--- src/design/bay_regs_pkg.sv ---
// shared constants and types for the two-bay control and status registers
`default_nettype none
package bay_regs_pkg;
	// byte addresses of the per-bay registers
	localparam logic [7:0] ADDR_BAY0_CTL = 8'h10;
	localparam logic [7:0] ADDR_BAY0_STS = 8'h14;
	localparam logic [7:0] ADDR_BAY1_CTL = 8'h18;
	localparam logic [7:0] ADDR_BAY1_STS = 8'h20;
	// control register field positions
	localparam int CTL_LOCK_BIT = 7;
	localparam int CTL_REQ_LSB = 4;
	localparam int CTL_RR_EN_BIT = 3;
	localparam int CTL_SC_EN_BIT = 2;
	localparam int CTL_WAKE_EN_BIT = 1;
	localparam int CTL_PWR_BIT = 0;
	// status register field positions
	localparam int STS_FF_LSB = 8;
	localparam int STS_SEC_BIT = 7;
	localparam int STS_ST_LSB = 4;
	localparam int STS_RR_BIT = 3;
	localparam int STS_SC_BIT = 2;
	localparam int STS_SER_BIT = 1;
	localparam int STS_USB_BIT = 0;
	// reset values
	localparam logic [31:0] CTL_RESET = 32'h0000_0000;
	localparam logic [31:0] STS_RESET = 32'h0000_0000;
	// requested state: no change
	localparam logic [2:0] REQ_NONE = 3'h0;
	// solenoid timing: short unit and long unit, core clock in kHz
	localparam int SOL_SHORT_MS = 50;
	localparam int SOL_LONG_MS = 800;
	localparam int CLK_KHZ = 250000;
	localparam int SOL_TICK_CYC = SOL_SHORT_MS * CLK_KHZ;
	localparam logic [4:0] SOL_LONG_RATIO = 5'(SOL_LONG_MS / SOL_SHORT_MS);
	// bay states, encoded in order 0..4 as reported
	typedef enum logic [2:0] {
		ST_EMPTY,
		ST_INSERTED,
		ST_ENABLED,
		ST_REM_REQUESTED,
		ST_REM_ALLOWED
	} bay_state_t;
endpackage
`default_nettype wire

--- src/design/bay_ctl_regs.sv ---
// two-bay control/status register bank with bay state logic
`default_nettype none
module bay_ctl_regs
	import bay_regs_pkg::*;
#(
	parameter int unsigned TICK_CYCLES = SOL_TICK_CYC
) (
	// clock and resets
	input wire logic i_core_clk,
	input wire logic i_rst_n,
	input wire logic i_por_n,
	// byte register port
	input wire logic [7:0] i_reg_addr,
	input wire logic i_reg_wr,
	input wire logic [7:0] i_reg_wdata,
	input wire logic i_reg_rd,
	output logic [7:0] o_reg_rdata,
	// configuration from special function and capability registers
	input wire logic [3:0] i_solenoid_length_field,
	input wire logic i_pulse_length_select,
	input wire logic i_security_lock_present,
	// bay pins, active low
	input wire logic [1:0] i_serial_bus_presence_in_n,
	input wire logic [1:0] i_usb_presence_in_n,
	input wire logic [1:0] i_remove_request_in_n,
	input wire logic [1:0] i_security_lock_in_n,
	// bay outputs
	output logic [1:0] o_solenoid_drive_out,
	output logic [1:0] o_rail_gate_drive_out,
	output logic o_alert_out
);
	import bay_regs_pkg::*;

	typedef struct packed {
		logic [7:0] syn1;
		logic [7:0] syn2;
		logic [1:0] prs_d;
		logic [1:0] rr_d;
		logic [1:0] lock;
		logic [1:0][2:0] req;
		logic [1:0] rr_en;
		logic [1:0] sc_en;
		logic [1:0] wk_en;
		logic [1:0] pwr;
		logic [1:0] rr_flag;
		logic [1:0] sc_flag;
		logic [1:0][2:0] bst;
		logic [1:0] sol;
		logic [7:0] rdata;
		logic [31:0] tick_cnt;
		logic tick;
	} ctl_t;

	// pins idle high, so synchronisers and remove-request history reset to 1, presence history to 0
	localparam ctl_t CTL_INIT = '{syn1: 8'hff, syn2: 8'hff, prs_d: 2'h0, rr_d: 2'h3,
		lock: 2'h0, req: 6'h00, rr_en: 2'h0, sc_en: 2'h0, wk_en: 2'h0, pwr: 2'h0,
		rr_flag: 2'h0, sc_flag: 2'h0, bst: 6'h00, sol: 2'h0, rdata: 8'h00,
		tick_cnt: 32'h0, tick: 1'b0};

	ctl_t st_r;
	ctl_t st_nxt;
	logic [1:0][2:0] ff_r;
	logic [1:0] ff_done_r;
	logic [1:0] pls_start;
	logic [1:0] pls_act;
	logic [1:0] present;
	logic [1:0] insert_ev;
	logic [1:0] remove_ev;
	logic [1:0] rr_ev;
	logic [1:0] ctl_wr;
	logic [1:0] sts_wr;
	logic [1:0] ff_wr;
	logic level_mode;

	// byte address to bay-register word, built on word index
	function automatic logic hit(input logic [7:0] a, input logic [7:0] base);
		return a[7:2] == base[7:2];
	endfunction

	function automatic logic [31:0] ctl_word(input ctl_t s, input int b);
		logic [31:0] w;
		w = CTL_RESET;
		w[CTL_LOCK_BIT] = s.lock[b];
		w[CTL_REQ_LSB +: 3] = s.req[b];
		w[CTL_RR_EN_BIT] = s.rr_en[b];
		w[CTL_SC_EN_BIT] = s.sc_en[b];
		w[CTL_WAKE_EN_BIT] = s.wk_en[b];
		w[CTL_PWR_BIT] = s.pwr[b];
		return w;
	endfunction

	// syn2 layout: [7:6] secure, [5:4] remove req, [3:2] usb, [1:0] serial
	function automatic logic [31:0] sts_word(input ctl_t s, input logic [2:0] ff,
		input logic sec_cap, input int b);
		logic [31:0] w;
		w = STS_RESET;
		w[STS_FF_LSB +: 3] = ff;
		w[STS_SEC_BIT] = sec_cap & ~s.syn2[6 + b];
		w[STS_ST_LSB +: 3] = s.bst[b];
		w[STS_RR_BIT] = s.rr_flag[b];
		w[STS_SC_BIT] = s.sc_flag[b];
		w[STS_SER_BIT] = ~s.syn2[b];
		w[STS_USB_BIT] = ~s.syn2[2 + b];
		return w;
	endfunction

	assign level_mode = (i_solenoid_length_field == 4'h0);

	// pin-derived events and register strobes per bay
	always_comb begin
		for (int b = 0; b < 2; b++) begin
			present[b] = ~st_r.syn2[b] | ~st_r.syn2[2 + b];
			insert_ev[b] = present[b] & ~st_r.prs_d[b];
			remove_ev[b] = ~present[b] & st_r.prs_d[b];
		end
		// status byte 1 carries the write-once form factor
		ctl_wr[0] = i_reg_wr && hit(i_reg_addr, ADDR_BAY0_CTL) && i_reg_addr[1:0] == 2'h0;
		ctl_wr[1] = i_reg_wr && hit(i_reg_addr, ADDR_BAY1_CTL) && i_reg_addr[1:0] == 2'h0;
		sts_wr[0] = i_reg_wr && hit(i_reg_addr, ADDR_BAY0_STS) && i_reg_addr[1:0] == 2'h0;
		sts_wr[1] = i_reg_wr && hit(i_reg_addr, ADDR_BAY1_STS) && i_reg_addr[1:0] == 2'h0;
		ff_wr[0] = i_reg_wr && hit(i_reg_addr, ADDR_BAY0_STS) && i_reg_addr[1:0] == 2'h1;
		ff_wr[1] = i_reg_wr && hit(i_reg_addr, ADDR_BAY1_STS) && i_reg_addr[1:0] == 2'h1;
	end

	// next-state logic for both bays
	always_comb begin
		logic [2:0] wreq;
		logic new_lock;
		logic [31:0] word;
		st_nxt = st_r;
		wreq = REQ_NONE;
		new_lock = 1'b0;
		word = 32'h0;
		pls_start = 2'h0;
		st_nxt.syn1 = {i_security_lock_in_n, i_remove_request_in_n,
			i_usb_presence_in_n, i_serial_bus_presence_in_n};
		st_nxt.syn2 = st_r.syn1;
		// 50 ms timebase shared by both solenoid timers
		st_nxt.tick = (st_r.tick_cnt == TICK_CYCLES - 1);
		st_nxt.tick_cnt = st_nxt.tick ? 32'h0 : st_r.tick_cnt + 32'h1;
		st_nxt.rr_d = st_r.syn2[5:4];
		for (int b = 0; b < 2; b++) begin
			st_nxt.prs_d[b] = present[b];
			// software write to control byte 0
			if (ctl_wr[b]) begin
				wreq = i_reg_wdata[CTL_REQ_LSB +: 3];
				new_lock = i_reg_wdata[CTL_LOCK_BIT];
				// only a 1-to-0 change fires; 0-on-0 and 0-to-1 leave the output alone
				pls_start[b] = st_r.lock[b] & ~new_lock & ~level_mode;
				st_nxt.lock[b] = new_lock;
				st_nxt.rr_en[b] = i_reg_wdata[CTL_RR_EN_BIT];
				st_nxt.sc_en[b] = i_reg_wdata[CTL_SC_EN_BIT];
				st_nxt.wk_en[b] = i_reg_wdata[CTL_WAKE_EN_BIT];
				// lock and power may be set together; the new lock value counts
				st_nxt.pwr[b] = i_reg_wdata[CTL_PWR_BIT] & present[b] & new_lock;
				if (wreq != REQ_NONE) begin
					st_nxt.req[b] = wreq;
					if (present[b] && wreq <= 3'(ST_REM_ALLOWED)) begin
						st_nxt.bst[b] = wreq;
					end
				end
			end
			// sticky flags: write one clears, a same-cycle event still sets
			if (sts_wr[b]) begin
				st_nxt.rr_flag[b] = st_r.rr_flag[b] & ~i_reg_wdata[STS_RR_BIT];
				st_nxt.sc_flag[b] = st_r.sc_flag[b] & ~i_reg_wdata[STS_SC_BIT];
			end
			if (st_r.rr_d[b] && !st_r.syn2[4 + b]) begin
				st_nxt.rr_flag[b] = 1'b1;
			end
			if (insert_ev[b] ||
				(remove_ev[b] && !(st_r.bst[b] == 3'(ST_REM_ALLOWED) && !st_r.wk_en[b]))) begin
				st_nxt.sc_flag[b] = 1'b1;
			end
			// remove-request event: flag and enable both up, edge of either
			rr_ev[b] = st_nxt.rr_flag[b] & st_nxt.rr_en[b] &
				~(st_r.rr_flag[b] & st_r.rr_en[b]);
			if (remove_ev[b]) begin
				st_nxt.bst[b] = 3'(ST_EMPTY);
				st_nxt.req[b] = REQ_NONE;
				st_nxt.pwr[b] = 1'b0;
			end else if (insert_ev[b] && st_nxt.sc_en[b]) begin
				st_nxt.bst[b] = 3'(ST_INSERTED);
			end else if (rr_ev[b] && present[b]) begin
				st_nxt.bst[b] = 3'(ST_REM_REQUESTED);
			end
			// level mode follows the lock bit, pulsed mode follows the timer
			// one register stage on the pin in both modes, so no glitch on a mode change
			st_nxt.sol[b] = level_mode ? st_nxt.lock[b] : pls_act[b];
		end
		// registered read of one byte
		if (i_reg_rd) begin
			if (hit(i_reg_addr, ADDR_BAY0_CTL)) begin
				word = ctl_word(st_r, 0);
			end else if (hit(i_reg_addr, ADDR_BAY1_CTL)) begin
				word = ctl_word(st_r, 1);
			end else if (hit(i_reg_addr, ADDR_BAY0_STS)) begin
				word = sts_word(st_r, ff_r[0], i_security_lock_present, 0);
			end else if (hit(i_reg_addr, ADDR_BAY1_STS)) begin
				word = sts_word(st_r, ff_r[1], i_security_lock_present, 1);
			end else begin
				word = 32'h0;
			end
			st_nxt.rdata = word[8 * i_reg_addr[1:0] +: 8];
		end
	end

	always_ff @(posedge i_core_clk or negedge i_rst_n) begin
		if (!i_rst_n) begin
			st_r <= CTL_INIT;
		end else begin
			st_r <= st_nxt;
		end
	end

	// form factor: no reset on the value; only power-on re-arms the write
	always_ff @(posedge i_core_clk) begin
		for (int b = 0; b < 2; b++) begin
			if (ff_wr[b] && !ff_done_r[b]) begin
				ff_r[b] <= i_reg_wdata[2:0];
			end
		end
	end

	always_ff @(posedge i_core_clk or negedge i_por_n) begin
		if (!i_por_n) begin
			ff_done_r <= 2'h0;
		end else begin
			ff_done_r <= ff_done_r | ff_wr;
		end
	end

	// per-bay pulse timers
	for (genvar g = 0; g < 2; g++) begin : g_sol
		solenoid_pulse u_pulse (
			.i_core_clk(i_core_clk),
			.i_rst_n(i_rst_n),
			.i_tick(st_r.tick),
			.i_start(pls_start[g]),
			.i_len(i_solenoid_length_field),
			.i_long(i_pulse_length_select),
			.o_active(pls_act[g])
		);
	end

	// outputs; alert is a level while an enabled flag stands
	assign o_reg_rdata = st_r.rdata;
	assign o_solenoid_drive_out = st_r.sol;
	assign o_rail_gate_drive_out = st_r.pwr;
	assign o_alert_out = |((st_r.sc_flag & st_r.sc_en) | (st_r.rr_flag & st_r.rr_en));

	ctl_reserved_a: assert property (@(posedge i_core_clk) disable iff (!i_rst_n)
		(i_reg_rd && i_reg_addr[7:2] == ADDR_BAY0_CTL[7:2] && i_reg_addr[1:0] != 2'h0)
		|=> o_reg_rdata == 8'h00)
		else $error("control reserved byte not zero");
	level_follow_a: assert property (@(posedge i_core_clk) disable iff (!i_rst_n)
		(level_mode && $past(level_mode)) |-> o_solenoid_drive_out == st_r.lock)
		else $error("level mode solenoid not following lock");
	power_refuse_a: assert property (@(posedge i_core_clk) disable iff (!i_rst_n)
		$rose(st_r.pwr[0]) |-> st_r.lock[0] && st_r.prs_d[0])
		else $error("power set without lock or device");
	removal_empty_a: assert property (@(posedge i_core_clk) disable iff (!i_rst_n)
		remove_ev[1] |=> st_r.bst[1] == 3'(ST_EMPTY) && st_r.req[1] == REQ_NONE
		&& !o_rail_gate_drive_out[1])
		else $error("removal did not empty bay");
	insert_flag_a: assert property (@(posedge i_core_clk) disable iff (!i_rst_n)
		insert_ev[0] |=> st_r.sc_flag[0] ##1 st_r.sc_flag[0] || $past(sts_wr[0]))
		else $error("insertion did not set status flag");
	rr_gate_a: assert property (@(posedge i_core_clk) disable iff (!i_rst_n)
		(!st_r.rr_en[0] && !ctl_wr[0]) |=> st_r.bst[0] != 3'(ST_REM_REQUESTED)
		|| $past(st_r.bst[0]) == 3'(ST_REM_REQUESTED))
		else $error("remove request moved bay while disabled");
	sec_zero_a: assert property (@(posedge i_core_clk) disable iff (!i_rst_n)
		(i_reg_rd && !i_security_lock_present && i_reg_addr == ADDR_BAY0_STS)
		|=> !o_reg_rdata[STS_SEC_BIT])
		else $error("security status read set without capability");
	ff_frozen_a: assert property (@(posedge i_core_clk) disable iff (!i_por_n)
		ff_done_r[0] |=> $stable(ff_r[0]))
		else $error("form factor changed after first write");
	wake_gate_a: assert property (@(posedge i_core_clk) disable iff (!i_rst_n)
		(remove_ev[1] && st_r.bst[1] == 3'(ST_REM_ALLOWED) && !st_r.wk_en[1]
		&& !st_r.sc_flag[1]) |=> !st_r.sc_flag[1])
		else $error("removal set flag with wake disabled");
	// interlock, request and reserved-byte checks
	rr_late_a: assert property (@(posedge i_core_clk) disable iff (!i_rst_n)
		(ctl_wr[0] && i_reg_wdata[CTL_RR_EN_BIT] && !st_r.rr_en[0] && st_r.rr_flag[0]
		&& present[0] && !insert_ev[0] && !remove_ev[0])
		|=> st_r.bst[0] == 3'(ST_REM_REQUESTED))
		else $error("late remove-request enable did not move bay");
	power_drop_a: assert property (@(posedge i_core_clk) disable iff (!i_rst_n)
		(remove_ev[0] && st_r.pwr[0]) |=> !st_r.pwr[0] && !o_rail_gate_drive_out[0])
		else $error("removal left rail power on");
	empty_req_a: assert property (@(posedge i_core_clk) disable iff (!i_rst_n)
		(ctl_wr[1] && !present[1] && !remove_ev[1]) |=> $stable(st_r.bst[1]))
		else $error("requested state applied in empty bay");
	sts_reserved_a: assert property (@(posedge i_core_clk) disable iff (!i_rst_n)
		(i_reg_rd && i_reg_addr[7:2] == ADDR_BAY0_STS[7:2] && i_reg_addr[1])
		|=> o_reg_rdata == 8'h00)
		else $error("status reserved byte not zero");
	// the timer lags the write by one cycle and the pin by one more
	pulse_quiet_a: assert property (@(posedge i_core_clk) disable iff (!i_rst_n)
		(ctl_wr[1] && !st_r.lock[1] && !level_mode && !pls_act[1])
		|-> ##2 !o_solenoid_drive_out[1])
		else $error("solenoid pulsed on write to a clear lock");

	// main scenarios the bench is expected to reach
	insert_cover_c: cover property (@(posedge i_core_clk) disable iff (!i_rst_n)
		insert_ev[0] && st_r.sc_en[0]);
	rr_cover_c: cover property (@(posedge i_core_clk) disable iff (!i_rst_n) rr_ev[0]);
	pulse_cover_c: cover property (@(posedge i_core_clk) disable iff (!i_rst_n)
		pls_start[1] ##2 o_solenoid_drive_out[1]);
	allowed_cover_c: cover property (@(posedge i_core_clk) disable iff (!i_rst_n)
		remove_ev[1] && st_r.bst[1] == 3'(ST_REM_ALLOWED));
endmodule
`default_nettype wire

--- src/design/solenoid_pulse.sv ---
// one-bay solenoid pulse timer counting 50 ms ticks
`default_nettype none
module solenoid_pulse
	import bay_regs_pkg::*;
(
	// clock and reset
	input wire logic i_core_clk,
	input wire logic i_rst_n,
	// timebase and trigger
	input wire logic i_tick,
	input wire logic i_start,
	input wire logic [3:0] i_len,
	input wire logic i_long,
	// pulse output
	output logic o_active
);
	typedef struct packed {
		logic act;
		logic [7:0] cnt;
	} pulse_t;
	pulse_t st_r;
	pulse_t st_nxt;

	// load tick count on start, count down on each tick
	always_comb begin
		st_nxt = st_r;
		if (i_start) begin
			// operands widened first so the product keeps all eight bits
			st_nxt.cnt = i_long ? {4'h0, i_len} * {3'h0, SOL_LONG_RATIO} : {4'h0, i_len};
			st_nxt.act = (i_len != 4'h0);
		end else if (i_tick && st_r.cnt != 8'h0) begin
			st_nxt.cnt = st_r.cnt - 8'h1;
			st_nxt.act = (st_r.cnt != 8'h1);
		end
	end

	always_ff @(posedge i_core_clk or negedge i_rst_n) begin
		if (!i_rst_n) begin
			st_r <= '0;
		end else begin
			st_r <= st_nxt;
		end
	end

	assign o_active = st_r.act;

	pulse_start_a: assert property (@(posedge i_core_clk) disable iff (!i_rst_n)
		(i_start && i_len != 4'h0) |=> o_active)
		else $error("solenoid pulse did not start");
	pulse_cover_c: cover property (@(posedge i_core_clk) disable iff (!i_rst_n)
		$fell(o_active));
endmodule
`default_nettype wire

--- config.mk ---
export PLATFORM = sky130hd
export DESIGN_NAME = bay_ctl_regs
export DESIGN_NICKNAME = d
export VERILOG_FILES = /design/src/design/bay_regs_pkg.sv /design/src/design/bay_ctl_regs.sv /design/src/design/solenoid_pulse.sv
export SDC_FILE = /design/constraint.sdc
export NUM_CORES = 1
export LEC_CHECK = 0
export BUFFER_PORTS_ARGS = -buffer_cell sky130_fd_sc_hd__buf_2
export CORE_MARGIN = 2
export CORE_UTILIZATION = 30
export DETAILED_ROUTE_END_ITERATION = 6
export GPL_TIMING_DRIVEN = 0
export PLACE_DENSITY = 0.59
export SYNTH_ARGS = -nofsm -noshare
export SYNTH_HDL_FRONTEND = slang
export SYNTH_SLANG_ARGS = --single-unit
--- constraint.sdc ---
create_clock -name i_core_clk -period 2.2 [get_ports i_core_clk]
set_clock_uncertainty 0.05 [all_clocks]
set_input_delay 0.33 -clock i_core_clk [delete_from_list [all_inputs] [get_ports i_core_clk]]
set_output_delay 0.33 -clock i_core_clk [all_outputs]
set_load 0.1 [all_outputs]
# Word level (Yosys, flattened, before mapping)
# Cells that the tools add are included.
[op_classes]
add_sub_neg = 3
order_cmp = 1
eq_ne = 10
n_shift = 1
mux = 50
bitwise_logic = 46
reduce_logical = 61
[op_table]
columns = ["op", "n"]
rows = [
  ["$mux W32", 2],
  ["$mux W3", 17],
  ["$mux W11", 4],
  ["$mux W9", 4],
  ["$add A32 B1 Y32 const B", 1],
  ["$eq A32 B24 Y1 const B", 1],
  ["$shiftx A32 B6 Y8", 1],
  ["$reduce_bool A4 Y1", 7],
  ["$logic_and A1 B1 Y1", 26],
  ["$and A1 B1 Y1", 24],
  ["$mux W1", 22],
  ["$eq A6 B3 Y1 const B", 3],
  ["$ne A8 B1 Y1 const B", 2],
  ["$not A1 Y1", 16],
  ["$reduce_bool A2 Y1", 8],
  ["$reduce_bool A8 Y1", 2],
  ["$sub A8 B1 Y8 const B", 2],
  ["$logic_not A1 Y1", 8],
  ["$mux W8", 1],
  ["$eq A3 B3 Y1 const B", 2],
  ["$eq A6 B4 Y1 const B", 1],
  ["$reduce_and A3 Y1", 2],
  ["$and A2 B2 Y2", 2],
  ["$logic_not A4 Y1", 1],
  ["9 further kinds", 13],
]
[word_totals]
regBits = 115
inputBits = 35
output_inout_bits = 13
elab_cells = 201

# Depth between registers and ports, before layout
[logic_depth]
depth_word = 11
ltp_mapped = 7
mapped_depth_nobuf = 6

# Modules after synthesis
# Synthesis repeated with hierarchy kept, for this count alone.
[unflattened]
hier_cells = 565
area_unflattened_um2 = 5780.5
[by_module_without_submodules]
columns = ["module", "instances", "cells_per_inst", "area_per_inst_um2", "seq_area_each_um2"]
rows = [
  ["bay_ctl_regs", 1, 421, 4514.3, 2479.9],
  ["solenoid_pulse", 2, 72, 633.1, 225.2],
]

# Least setup slack after synthesis
# No wires, ideal clock.
[synth_timing]
path_type = "input to register"
start = "input i_reg_addr[7]"
end = "register st_r[45] in the netlist's numbering"
setup_time_ns = 0.105
arrival_ns = 1.923
required_time_ns = 2.045
setup_slack_ns = 0.122
stages = 5
n_path_buf = 0
path_cell_list = "or4_1 -> nor3_1 -> mux2_2 -> a21oi_1 -> nor4b_1"
[synth_rtl]
columns = ["element", "line_no", "text"]
rows = [
  ["start, declared", "bay_ctl_regs.sv:13", "input wire logic [7:0] i_reg_addr,"],
  ["end signal, assigned", "bay_ctl_regs.sv:212", "st_r <= st_nxt;"],
  ["end, declared", "bay_ctl_regs.sv:60", "ctl_t st_r;"],
]

# Worst setup path in the final report
[layout_timing]
start = "input i_reg_addr[7]"
end = "register st_r (netlist bit o_reg_rdata[3])"
[layout_via]
elab_chain_cells = 7
elab_cells_between_ends = 10
cone_classes = "eq/ne (4); shift (1); mux (5)"
[layout_rtl]
columns = ["element", "line_no", "text"]
rows = [
  ["$eq A6 B4 Y1", "bay_ctl_regs.sv:77", "return a[7:2] == base[7:2];"],
  ["$mux W11", "bay_ctl_regs.sv:199", "end else if (hit(i_reg_addr, ADDR_BAY1_STS)) begin"],
  ["$mux W11", "bay_ctl_regs.sv:197", "end else if (hit(i_reg_addr, ADDR_BAY0_STS)) begin"],
  ["$mux W11", "bay_ctl_regs.sv:195", "end else if (hit(i_reg_addr, ADDR_BAY1_CTL)) begin"],
  ["$mux W11 *", "bay_ctl_regs.sv:193", "if (hit(i_reg_addr, ADDR_BAY0_CTL)) begin"],
  ["$mux W32 *", "bay_ctl_regs.sv:192", "if (i_reg_rd) begin"],
  ["$shiftx A32 B6 Y8 *", "bay_ctl_regs.sv:204", "st_nxt.rdata = word[8 * i_reg_addr[1:0] +: 8];"],
]
# Mark *: on every way between the ends. The rest lies on a longest branch, timed or not. The select of a mux whose other input is x is not followed.
# A chain may end at the register's enable or synchronous reset.

==> impl_metrics.json <==
{
  "netlist_top_cells_area": "sky130_fd_sc_hd__dfrtp_1 (41%), sky130_fd_sc_hd__dfstp_2 (8.5%), sky130_fd_sc_hd__xnor2_1 (3.6%)",
  "floorplan.die.width_microns": 140,
  "num_vias": 4382,
  "gr-usage-all-layers_pct": 14.1,
  "path_max_fanout": 9,
  "initialDrtViolationCount": 362,
  "layout.nets": 666,
  "number_of_global_route_vias_before_repair": 4463,
  "rsz_0062_raised_after_global_routing": "no",
  "ys_ff_latch": 115,
  "timing.hold.worst.class": "input port to register",
  "finish.utilization_pct": 38.3,
  "wire_length_of_the_first_global_routing_pass_microns": 22200,
  "synth-edff-count": 6,
  "die_height_microns": 140,
  "totalPowerFinal_mw": 5.39,
  "routability_congestion_estimate_from_global_placement": 0.901,
  "fin_tns_setup_ns": 0,
  "remaining_design_rule_violation_count": 0,
  "floorplan.core_area_sq_um": 18100,
  "cellPowerDensity_nw_per_um2": 778,
  "preCtsSetupSlack_ns": -0.560,
  "num_io_pins": 48,
  "overflow": 0,
  "post_synth_inst_count": 542,
  "top_usage_layer": "met2",
  "antenna_nets_post_route": 0,
  "synth_cell_type_count": 58,
  "whs_ns": 0.0999,
  "cts-root-buf": "sky130_fd_sc_hd__clkbuf_16",
  "cts_sinks": 115,
  "cts_tree": "built",
  "design.die.area_sq_um": 19700,
  "reg2reg_slack_ns": 0.13,
  "run_status": "finished clean",
  "fill_cells": 1791,
  "yosysWarningCount": 0,
  "worst_slew_pin_slew_ns": 0.826,
  "flow.area_growth_from_synthesis_pct": 24.5,
  "synth.top_cell.area_share_pct": 40.9,
  "clockBufferDepth": 2,
  "crit_path_dat_ns": 2.39,
  "clock_insertion_delay_at_the_later_pin_of_the_skew_report_ns": 0.41,
  "layout_worst_path_cycle_share_pct": 95.1,
  "leakagePower_nw": 2.87,
  "async_reset_ff_share_pct": 94.8,
  "critical_path_required_ns": 2.50,
  "vias_per_cell": 5.05,
  "synth_top_cells_by_count": "sky130_fd_sc_hd__dfrtp_1 (91), sky130_fd_sc_hd__nand2_1 (49), sky130_fd_sc_hd__nor2_1 (39)",
  "globalRouteMet2Util_pct": 22.6,
  "port-buffer-count": 44,
  "post_drt_wl_per_cell_microns": 15.2,
  "row_count": 49,
  "global_route.usage.met1_pct": 18.1,
  "synth.cell_area_sq_um": 5570,
  "share_of_cells_above_drive_strength_1_pct": 22.9,
  "remaining_max_slew_budget_at_the_tightest_pin_pct": 44.7,
  "mappedNetlistNets": 584,
  "drv.max_cap_violation_count": 0,
  "dominantRegCellSynth": "sky130_fd_sc_hd__dfrtp_1",
  "grt_start_max_net_pins": 59,
  "antenna_found_initial": 0,
  "effective_utilization_at_floorplan_pct": 30.8,
  "synth_most_common_cell": "sky130_fd_sc_hd__dfrtp_1",
  "path_clk_slew_ns": 0.06,
  "setup_slack_ns": 0.108,
  "critPathLaunchType": "input port",
  "dp_hpwl_microns": 9600,
  "cts_inserted_buffers": 17,
  "route.final.wire_length_microns": 13200,
  "clock.fmax_ghz": 0.478,
  "number_of_max_slew_violations_in_the_final_report": 0,
  "met3_usage_in_global_routing_pct": 4.41,
  "timing_worst_setup_path_type": "input port to register",
  "synthesis.area_per_instance_sq_um": 10.3,
  "final-hold-violation-count": 0,
  "synthDominantAreaCellType": "sky130_fd_sc_hd__dfrtp_1",
  "synth.yosys.seq_area_share_pct": 52.6,
  "finalCriticalPeriod_ns": 2.09,
  "timing.critical_path.to_type": "register",
  "finalSetupViolCount": 0,
  "htree_levels": 4,
  "dr.pass1.iters": 4,
  "ir_drop_worst_case_vdd_uv": 514
}
-- worst max-delay path, cell delays in order --
cell and delay [ns]:
sky130_fd_sc_hd__buf_2 0.12, sky130_fd_sc_hd__or4_1 0.62, sky130_fd_sc_hd__nor3b_2 0.61, sky130_fd_sc_hd__a22oi_1 0.23, sky130_fd_sc_hd__a311oi_1 0.36, sky130_fd_sc_hd__a21o_1 0.12
-- timing repair --
action / in CTS / in global routing
setup endpoints to repair: 20 / 34
pin swaps: 0 / 3
hold buffers: 10 / 0
endpoints found under the hold margin: 41 / 0
setup buffers: 6 / 3
resized for setup: 5 / 8
-- registers in the layout, summed over array words and instances, names as in the netlist --
name                    flops
ff_done_r                   2
ff_r                        6
g_sol.u_pulse.o_active      2
g_sol.u_pulse.st_r         16
o_rail_gate_drive_out       2
o_reg_rdata                 8
o_solenoid_drive_out        2
st_nxt                     10
st_r                       67
-- kinds of logic (layout without fill, tap and decap cells) --
group / after synthesis / count (layout) / share of synthesized area, %
adders and majority gates: 7 / 7 / 1.57
DFF: 115 / 115 / 52.6
other: 0 / 1 / 0
muxes: 15 / 15 / 2.88
AOI/OAI and AO/OA: 111 / 111 / 12.8
xor gates and xnor gates: 44 / 44 / 6.92
buffers and inverters: 47 / 142 / 4.13
and+or+nand+nor: 203 / 203 / 19.1
-- cell type report --
| cell class | count | area [sq um] | share of cell area (%) |
|---|---|---|---|
| plain buffers | 27 | 165 | 2.38 |
| clock buffers | 22 | 485 | 7.00 |
| inverters | 19 | 71.3 | 1.03 |
| diodes | 1 | 2.50 | 0.0361 |
| well taps | 229 | 287 | 4.13 |
| repair buffers | 64 | 418 | 6.03 |
| flip-flops and latches | 115 | 2930 | 42.3 |
| multi-input cells | 380 | 2450 | 35.3 |
| clock inverters | 10 | 128 | 1.84 |
-- metrics by stage --
step,cell area (sq um),instances
2_1_floorplan,5570,542
3_3_place_gp,6080,815
3_5_place_dp,6110,816
4_1_cts,6870,863
5_1_grt,6930,866
6_report,6930,867
-- placed cells by master, fill, tap and decap left out, types with 8 or more instances in the layout --
cell	n
sky130_fd_sc_hd__buf_2	46
sky130_fd_sc_hd__clkbuf_16	18
sky130_fd_sc_hd__a31oi_1	8
sky130_fd_sc_hd__and3_1	8
sky130_fd_sc_hd__a21oi_1	30
sky130_fd_sc_hd__nand2_1	49
sky130_fd_sc_hd__clkbuf_1	11
sky130_fd_sc_hd__o21ai_0	30
sky130_fd_sc_hd__nand2b_1	9
sky130_fd_sc_hd__a22oi_1	9
sky130_fd_sc_hd__nor2_1	38
sky130_fd_sc_hd__mux2_2	8
sky130_fd_sc_hd__nor3_1	11
sky130_fd_sc_hd__buf_4	23
sky130_fd_sc_hd__xnor2_1	23
sky130_fd_sc_hd__xor2_1	21
sky130_fd_sc_hd__dfrtp_1	90
sky130_fd_sc_hd__inv_1	19
sky130_fd_sc_hd__dfstp_2	18
sky130_fd_sc_hd__dlygate4sd3_1	10
sky130_fd_sc_hd__nand3_1	30
-- report_power, final --
| group | switching (mW) | total, mW | internal [mW] |
|---|---|---|---|
| combinational | 0.224 | 0.336 | 0.112 |
| sequential | 0.0374 | 2.24 | 2.20 |
| clock | 0.927 | 2.82 | 1.89 |
| total | 1.19 | 5.39 | 4.20 |
-- layer usage --
metal  vias up  wire length [microns]
li1       2114                      -
met1      2163                   6140
met2        87                   6150
met3        18                    739
met4         0                    182
met5         -                      0
-- worst paths after layout --
check / cells past startpoint / endpoint / start
setup / recovery: 6 / o_reg_rdata[3]$_DFFE_PN0P_ / i_reg_addr[7]
hold / removal: 1 / ff_r[1]$_DFFE_PP_ / i_reg_wdata[1]
setup reg to reg: 6 / g_sol[1].u_pulse.st_r[5]$_DFFE_PN0P_ / g_sol[1].u_pulse.st_r[4]$_DFFE_PN0P_
hold reg to reg: 0 / st_r[79]$_DFF_PN1_ / st_nxt[79]$_DFF_PN1_
max in group asynchronous: 3 / o_reg_rdata[3]$_DFFE_PN0P_ / i_rst_n
min in group asynchronous: 2 / ff_done_r[0]$_DFF_PN0_ / i_por_n
Note: power is estimated with default switching activity, not from simulation.
